### src/ddac_pkg.sv
// Package: frame layout, command codes, modes, timing and host register map
package ddac_pkg;
  localparam int FRAME_BITS = 24;
  localparam int CMD_HI = 21;
  localparam int CMD_LO = 19;
  localparam int ADDR_HI = 18;
  localparam int ADDR_LO = 16;
  localparam int MODE_HI = 5;
  localparam int MODE_LO = 4;
  localparam int SEL_B = 1;
  localparam int SEL_A = 0;
  localparam logic [2:0] CMD_WRITE_IN = 3'h0;
  localparam logic [2:0] CMD_UPDATE = 3'h1;
  localparam logic [2:0] CMD_WRITE_ALL = 3'h2;
  localparam logic [2:0] CMD_WRITE_UPD = 3'h3;
  localparam logic [2:0] CMD_POWER = 3'h4;
  localparam logic [2:0] CMD_RESET = 3'h5;
  localparam logic [2:0] CMD_MASK = 3'h6;
  localparam logic [2:0] ADDR_A = 3'h0;
  localparam logic [2:0] ADDR_B = 3'h1;
  localparam logic [2:0] ADDR_ALL = 3'h7;
  typedef enum logic [1:0] {
    DDAC_MODE_NORMAL = 2'h0,
    DDAC_MODE_1K = 2'h1,
    DDAC_MODE_100K = 2'h2,
    DDAC_MODE_TRI = 2'h3
  } ddac_mode_t;
  localparam logic [1:0] MASK_RESET = 2'h0;
  localparam logic [15:0] DAC_RESET = 16'h0000;
  // Power-up settling time the host must respect, in ns
  localparam int WAKE_NS = 4000;
  localparam int CLK_NS = 10;
  localparam int WAKE_CYC = (WAKE_NS + CLK_NS - 1) / CLK_NS;
  // Serial clock half period in pclk cycles
  localparam int SCLK_HALF = 4;
  // Host APB map
  localparam logic [7:0] REG_FRAME = 8'h00;
  localparam logic [7:0] REG_CTRL = 8'h04;
  localparam logic [7:0] REG_STATUS = 8'h08;
  localparam int CTRL_LOAD_N = 0;
  localparam int CTRL_ABORT = 1;
  localparam int CTRL_AT = 8;
  localparam logic [4:0] CTRL_AT_RESET = 5'h00;
endpackage

### src/ddac_link_if.sv
// Interface: serial frame pins and load strobe between host and device
`timescale 1ns/100ps
interface ddac_link_if;
  logic frame_sync_n;
  logic serial_clk;
  logic serial_data;
  logic load_strobe_n;
  modport host (output frame_sync_n, output serial_clk, output serial_data, output load_strobe_n);
  modport dev (input frame_sync_n, input serial_clk, input serial_data, input load_strobe_n);
endinterface

### src/ddac_device.sv
// Device end: serial frame decoder, double-buffered DAC registers, power modes
`timescale 1ns/100ps
// What this block does
// Command 100 is power down or up
// Mode bits DB5:DB4 pick output termination
// Mode applies to channels selected by DB1:DB0
// Normal mode code powers selected channels up
// Power-up resumes input value if strobe low
// Power-down keeps DAC register contents
// Host waits about 4 us after power-up
// Complete frame writes addressed input register
// Strobe high holds DAC registers except for mask-bit writes and software update commands
// Strobe low copies input to DAC registers
// Copy only channels changed since last update
// Synchronous style updates after 24th edge
// Asynchronous style updates on strobe falling
// Mask bit set updates its channel on every frame that writes it
// Command 110 loads update mask
// Update mask resets to zero
// Power frame: command, mode, selects; rest ignored
// Data shifts on falling clock, executes at 24
// Frame: 2 spare, command, address, 16 data
// Decode all write and update command codes
// Early sync rise discards the frame
// Keep per-channel power mode, reset normal
// Pending flag gates strobe-driven transfers
module ddac_device (
  input wire logic pclk,
  input wire logic presetn,
  ddac_link_if.dev link,
  output logic [15:0] dac_a_q,
  output logic [15:0] dac_b_q,
  output logic [1:0] mode_a_q,
  output logic [1:0] mode_b_q,
  output logic [1:0] channel_update_mask_q
);
  logic fs_n;
  logic sck;
  logic sdi;
  logic ld_n;
  logic sck_q;
  logic [23:0] shift_q;
  logic [4:0] count_q;
  logic done_q;
  logic [23:0] frame_q;
  logic [15:0] in_a_q;
  logic [15:0] in_b_q;
  logic [1:0] pend_q;
  logic [1:0] pend_d;
  logic [1:0] in_wr;
  logic [1:0] upd;
  logic [1:0] soft_upd;
  logic [23:0] word;
  logic fall;
  logic exec;
  logic [2:0] cmd;
  logic [2:0] adr;
  logic [1:0] hit;

  // Every pin crosses two flops before use
  // Clock and data share the same delay, so data is seen as it stood at the clock's fall
  ddac_sync2 #(.RESET_VAL(1'b1)) u_fs (.pclk(pclk), .presetn(presetn), .async_in(link.frame_sync_n),
    .sync_out(fs_n));
  ddac_sync2 #(.RESET_VAL(1'b1)) u_sck (.pclk(pclk), .presetn(presetn), .async_in(link.serial_clk),
    .sync_out(sck));
  ddac_sync2 #(.RESET_VAL(1'b0)) u_sdi (.pclk(pclk), .presetn(presetn), .async_in(link.serial_data),
    .sync_out(sdi));
  ddac_sync2 #(.RESET_VAL(1'b1)) u_ld (.pclk(pclk), .presetn(presetn), .async_in(link.load_strobe_n),
    .sync_out(ld_n));

  // Edge history of the sampled serial clock; resets to the idle level
  // so that the first sample after reset cannot look like a falling edge
  always_ff @(posedge pclk or negedge presetn) begin
    if (!presetn) begin
      sck_q <= 1'b1;
    end else begin
      sck_q <= sck;
    end
  end

  assign fall = sck_q && !sck && !fs_n;
  assign word = {shift_q[22:0], sdi};

  // Shift on falling clock; sync high clears the frame
  // Falls after the 24th are ignored until sync rises; the count stops at a full frame
  always_ff @(posedge pclk or negedge presetn) begin
    if (!presetn) begin
      shift_q <= 24'h000000;
      count_q <= 5'h00;
      done_q <= 1'b0;
      frame_q <= 24'h000000;
    end else begin
      done_q <= 1'b0;
      if (fs_n) begin
        shift_q <= 24'h000000;
        count_q <= 5'h00;
      end else if (fall && count_q != 5'(ddac_pkg::FRAME_BITS)) begin
        shift_q <= word;
        count_q <= count_q + 5'h01;
        if (count_q == 5'(ddac_pkg::FRAME_BITS - 1)) begin
          frame_q <= word;
          done_q <= 1'b1;
        end
      end
    end
  end

  // Decode the captured frame (see)
  assign exec = done_q;
  assign cmd = frame_q[ddac_pkg::CMD_HI:ddac_pkg::CMD_LO];
  assign adr = frame_q[ddac_pkg::ADDR_HI:ddac_pkg::ADDR_LO];
  assign hit = {adr == ddac_pkg::ADDR_B || adr == ddac_pkg::ADDR_ALL,
                adr == ddac_pkg::ADDR_A || adr == ddac_pkg::ADDR_ALL};

  // Reset and reserved frames fall to the default branch and change nothing;
  // power and mask frames are handled by their own registers further down
  always_comb begin
    in_wr = 2'h0;
    soft_upd = 2'h0;
    if (exec) begin
      case (cmd)
        ddac_pkg::CMD_WRITE_IN: in_wr = hit;
        ddac_pkg::CMD_UPDATE: soft_upd = hit;
        ddac_pkg::CMD_WRITE_ALL: begin
          in_wr = hit;
          soft_upd = 2'h3;
        end
        ddac_pkg::CMD_WRITE_UPD: begin
          in_wr = hit;
          soft_upd = hit;
        end
        default: begin
          in_wr = 2'h0;
          soft_upd = 2'h0;
        end
      endcase
    end
  end

  // Input registers take the data word of a valid write
  // Only channels named by the address field are written; other codes write nothing
  always_ff @(posedge pclk or negedge presetn) begin
    if (!presetn) begin
      in_a_q <= ddac_pkg::DAC_RESET;
      in_b_q <= ddac_pkg::DAC_RESET;
    end else begin
      if (in_wr[0]) in_a_q <= frame_q[15:0];
      if (in_wr[1]) in_b_q <= frame_q[15:0];
    end
  end

  // Update causes: strobe low, or masked channel after a frame, or software
  // Hardware transfers need a pending change; software commands force one
  // The strobe is a level: held low it keeps copying any channel that turns pending
  always_comb begin
    upd = soft_upd;
    for (int i = 0; i < 2; i++) begin
      if (!ld_n && (pend_q[i] || in_wr[i])) upd[i] = 1'b1;
      if (channel_update_mask_q[i] && in_wr[i]) upd[i] = 1'b1;
    end
  end

  // Pending flags: set by a write, cleared by an update
  // A write that updates in the same cycle leaves nothing pending, as the DAC took the word
  always_comb begin
    pend_d = (pend_q & ~upd) | (in_wr & ~upd);
  end

  always_ff @(posedge pclk or negedge presetn) begin
    if (!presetn) begin
      pend_q <= 2'h0;
    end else begin
      pend_q <= pend_d;
    end
  end

  // DAC registers hold unless updated; power state never touches them
  // A write in an update cycle passes the frame word straight on, beside the input register
  always_ff @(posedge pclk or negedge presetn) begin
    if (!presetn) begin
      dac_a_q <= ddac_pkg::DAC_RESET;
      dac_b_q <= ddac_pkg::DAC_RESET;
    end else begin
      if (upd[0]) dac_a_q <= in_wr[0] ? frame_q[15:0] : in_a_q;
      if (upd[1]) dac_b_q <= in_wr[1] ? frame_q[15:0] : in_b_q;
    end
  end

  // Power command applies the mode to the selected channels only
  // Modes drive the output termination select: 00 normal, 01 1k, 10 100k, 11 three-state
  // On power-up a channel shows its held DAC value with the strobe high, or its input
  // value with the strobe low, since the strobe path above has already copied it (see)
  always_ff @(posedge pclk or negedge presetn) begin
    if (!presetn) begin
      mode_a_q <= ddac_pkg::DDAC_MODE_NORMAL;
      mode_b_q <= ddac_pkg::DDAC_MODE_NORMAL;
    end else if (exec && cmd == ddac_pkg::CMD_POWER) begin
      if (frame_q[ddac_pkg::SEL_A]) mode_a_q <= frame_q[ddac_pkg::MODE_HI:ddac_pkg::MODE_LO];
      if (frame_q[ddac_pkg::SEL_B]) mode_b_q <= frame_q[ddac_pkg::MODE_HI:ddac_pkg::MODE_LO];
    end
  end

  // Update mask register
  always_ff @(posedge pclk or negedge presetn) begin
    if (!presetn) begin
      channel_update_mask_q <= ddac_pkg::MASK_RESET;
    end else if (exec && cmd == ddac_pkg::CMD_MASK) begin
      channel_update_mask_q <= frame_q[ddac_pkg::SEL_B:ddac_pkg::SEL_A];
    end
  end
endmodule

### src/ddac_sync2.sv
// Two-flop synchroniser for one pin
`timescale 1ns/100ps
module ddac_sync2 #(
  parameter logic RESET_VAL = 1'b0
) (
  input wire logic pclk,
  input wire logic presetn,
  input wire logic async_in,
  output logic sync_out
);
  logic meta_q;
  // First flop feeds only the second; both reset to the pin's idle level
  // so that no false edge is seen when reset is released
  always_ff @(posedge pclk or negedge presetn) begin
    if (!presetn) begin
      meta_q <= RESET_VAL;
      sync_out <= RESET_VAL;
    end else begin
      meta_q <= async_in;
      sync_out <= meta_q;
    end
  end
endmodule

### src/flat_wrapper.sv
// flat-port wrapper written by rule: the top's interface ports become plain ports
module ddac_device_flat 
  (pclk, presetn, dac_a_q, dac_b_q, mode_a_q, mode_b_q, channel_update_mask_q, link_frame_sync_n, link_serial_clk, link_serial_data, link_load_strobe_n);
  ddac_link_if link_i ();
  input wire logic pclk;
  input wire logic presetn;
  output logic [15:0] dac_a_q;
  output logic [15:0] dac_b_q;
  output logic [1:0] mode_a_q;
  output logic [1:0] mode_b_q;
  output logic [1:0] channel_update_mask_q;
  input wire logic [$bits(link_i.frame_sync_n)-1:0] link_frame_sync_n;
  input wire logic [$bits(link_i.serial_clk)-1:0] link_serial_clk;
  input wire logic [$bits(link_i.serial_data)-1:0] link_serial_data;
  input wire logic [$bits(link_i.load_strobe_n)-1:0] link_load_strobe_n;
  assign link_i.frame_sync_n = link_frame_sync_n;
  assign link_i.serial_clk = link_serial_clk;
  assign link_i.serial_data = link_serial_data;
  assign link_i.load_strobe_n = link_load_strobe_n;
  ddac_device u_core (.pclk(pclk), .presetn(presetn), .link(link_i), .dac_a_q(dac_a_q), .dac_b_q(dac_b_q), .mode_a_q(mode_a_q), .mode_b_q(mode_b_q), .channel_update_mask_q(channel_update_mask_q));
endmodule
### config.mk
export PLATFORM = sky130hd
export DESIGN_NAME = ddac_device_flat
export DESIGN_NICKNAME = d
export VERILOG_FILES = /design/src/ddac_pkg.sv /design/src/ddac_link_if.sv /design/src/ddac_device.sv /design/src/ddac_sync2.sv /design/src/flat_wrapper.sv
export SDC_FILE = /design/constraint.sdc
export NUM_CORES = 1
export LEC_CHECK = 0
export CAP_MARGIN = 10
export CORE_MARGIN = 4
export CORE_UTILIZATION = 40
export DETAILED_ROUTE_END_ITERATION = 6
export DONT_BUFFER_PORTS = 1
export GPL_ROUTABILITY_DRIVEN = 0
export MAX_ROUTING_LAYER = met4
export PLACE_DENSITY = 0.51
export SETUP_SLACK_MARGIN = 0.5
export SLEW_MARGIN = 20
export SYNTH_ARGS = -nofsm -noshare
export SYNTH_HDL_FRONTEND = slang
export SYNTH_SLANG_ARGS = --single-unit
### constraint.sdc
create_clock -name pclk -period 2.75 [get_ports pclk]
set_clock_uncertainty 0.1 [all_clocks]
set_input_delay 0.1375 -clock pclk [delete_from_list [all_inputs] [get_ports pclk]]
set_output_delay 0.1375 -clock pclk [all_outputs]
set_load 0.03 [all_outputs]
==> results.cfg <==
[outcome]
status = finished with violations
violations = negative hold slack

[placement]
place_hpwl_mm = 5.700
portBuffers = 0
placed_cell_area_sq_um = 5423
place_inst = 515

[grt]
grt_pass1_wl_mm = 15.84
grt_antenna_before_repair = 0
grt_max_degree = 131
grt_pass1_vias = 2919
grt-ovfl-total = 0
track_usage = 0.1467

[critical_path]
cpPeakStageDelay_ns = 0.41
worst_path_max_delay_cell = dfrtp_1
arrival_ns = 2.29
setup.worst_path.class = flop to flop
crit_fanout = 9
cp.required_ns = 2.94
crit_chain = xnor2_1, a22oi_1, o2bb2ai_4, buf_12, mux2_4
critPathLaunchType = flop
end_kind = flop

[clocking]
tritoncts = done
numCtsBuffers = 17
h-tree-depth = 4
clkSinkCount = 130
cts_root_buf = clkbuf_16
postCtsHoldBufs = 4
clk_pin_slew_ns = 0.05
cts.path.max_buffers = 2
clock_latency_ns = 0.41

[synth]
ys_ff_latch = 130
synth.top_cell.area_share = 0.5878
ys_types = 38
avgSynthCellArea_sq_um = 14.96
async_flop_share = 1.000
yosys-top-cells-area = dfrtp_1, mux2_2, mux2_4
synth_warnings = 0
synth_area_leader_cell = dfrtp_1
yosysSeqAreaShare = 0.6229
synth.net_count = 358
synthFlopType = dfrtp_1
synth_edf_count = 0
syn_area_sq_um = 5236
synthCells = 350

[power_and_ir_drop]
p_switching_mw = 0.7945
powerDensity_nw_per_um2 = 677.0
p_leak_nw = 3.044
combPwrFrac = 0.007
power.total_mw = 4.124
p_int_mw = 3.330
p_sw_frac = 0.1926
p_clk_frac = 0.523
seqPwrFrac = 0.470
vdd_drop_max_v = 0.0003983

[floorplanning]
chipHeight_um = 122.4
start_util = 0.4116
io_pins = 44
fp.dieW_um = 122.4
coreArea_sq_um = 12720
dieArea_sq_um = 14990
fp-row-count = 41

[cells_and_area]
syn2layout_area_growth_pct = 16.34
n_antenna_cell = 0
fillCellCount = 1161
final_layout_size_suffix_gt1_frac = 0.3727
nets = 376
stdcell_count = 553
multi_input_area_sq_um = 1878
layout_common_cells = dfrtp_1, mux2_2, nand2_1
layout_commonest_cell = dfrtp_1
seq_area_sq_um = 3262
fin_area_sq_um = 6092

[route]
drt_iter0_markers = 85
ant_nets = 0
drc_errors = 0
drt-wirelength-per-cell_um = 17.34
drt_wl_total_mm = 9.589
viasPerCell = 4.973
vias = 2750
drt_pass1_iterations = 4

[sta]
hold_slack_ns = -0.6785
max_freq_mhz = 477.2
rsz0062_at_grt = no
setup_violations = 0
hold_viol = 130
worst_slew_margin_rel = 0.6446
period_minus_slack_ns = 2.096
period_share = 0.7620
finalMaxSlewViolations = 0
tns_ns = 0
tightest_slew_ns = 0.5285

[worst_hold_path]
hold_class = primary input to async pin

[job]
cap_viol_max_count = 0
==> cell families after synthesis <==
family,count (synthesis),share of synthesized area
adders and majority gates,2,0.004778
and+or+nand+nor,91,0.09749
AOI/OAI and AO/OA,14,0.02676
DFF,130,0.6229
buffers and inverters,18,0.02079
xor gates and xnor gates,3,0.005019
muxes,92,0.2222
==> final cells by class <==
type / count / share of cell area
sequential: 130 / 0.5354
multi-input combinational: 202 / 0.3083
clock buffer: 29 / 0.08708
tap: 172 / 0.03533
timing repair buffer: 13 / 0.02444
clock inverter: 3 / 0.006983
inverter: 4 / 0.002465
==> state kept, by name, summed over array words and instances, names as in the netlist, 5 cells and up <==
name,flops
u_core.frame_q,22
u_core.shift_q,21
u_core.dac_a_q,16
u_core.dac_b_q,16
u_core.in_a_q,16
u_core.in_b_q,16
u_core.count_q,5
==> final timing paths <==
path / from / to / slack, ns / depth (start not counted)
worst max-delay path: u_core.frame_q[17]$_DFFE_PN0P_ / u_core.dac_b_q[12]$_DFFE_PN0P_ / 0.65 / 5
worst min-delay path: presetn / u_core.dac_a_q[10]$_DFFE_PN0P_ / -0.68 / 0
worst max register to register: u_core.frame_q[17]$_DFFE_PN0P_ / u_core.dac_b_q[12]$_DFFE_PN0P_ / 0.65 / 5
worst min register to register: u_core.u_sck.meta_q$_DFF_PN1_ / u_core.u_sck.sync_out$_DFF_PN1_ / 0.25 / 0
max in group asynchronous: presetn / u_core.u_ld.meta_q$_DFF_PN1_ / 2.95 / 0
min in group pclk: link_frame_sync_n / u_core.u_fs.meta_q$_DFF_PN1_ / 0.17 / 1
==> worst max-delay path: cells and delay by family (launching register included) <==
| family | cells | cell delay (ns) |
|---|---|---|
| compound gates | 2 | 0.60 |
| xor+xnor | 1 | 0.34 |
| buf+inv | 1 | 0.21 |
| flops | 1 | 0.41 |
| mux | 1 | 0.31 |
==> per-stage QoR <==
stage	setup slack [ns]	util
after floorplan	0.7350	-
after CTS	0.5643	0.4786
after global routing	0.5183	0.4789
after global placement	0.4841	0.4262
after detailed placement	0.4377	0.4262
final	0.6544	0.4789
==> layer usage <==
layer,global-route usage,vias up,wire (um)
li1,-,1259,-
met1,0.1884,1434,4504
met2,0.2065,43,4459
met3,0.05438,14,478
met4,0.06858,0,146
met5,-,-,0
==> timing repair <==
action / in CTS / in global routing
setup endpoints to repair: 25 / 22
pin swaps: 1 / 0
buffers inserted: 2 / 0
hold endpoints to repair: 134 / 130
gates resized for setup: 1 / 1
==> cell usage after synthesis, types with 3 or more instances <==
| master | count |
|---|---|
| dfstp_2 | 7 |
| buf_4 | 3 |
| nand2_1 | 44 |
| inv_1 | 4 |
| mux2_4 | 34 |
| clkbuf_1 | 7 |
| nand4_1 | 5 |
| nor2_1 | 5 |
| mux2_2 | 56 |
| buf_6 | 4 |
| dfrtp_1 | 123 |
| nand3b_1 | 21 |
==> power by group through the flow <==
stage | Clock, mW | Combinational (mW) | Sequential [mW]
global placement | 0 | 0.0233 | 1.97
floorplan | 0 | 0.0210 | 1.97
finish | 2.16 | 0.0283 | 1.94
detailed placement | 0 | 0.0237 | 1.97
CTS | 2.22 | 0.0286 | 1.94
global route | 2.31 | 0.0314 | 1.94
(Power assumes the default switching activity.)
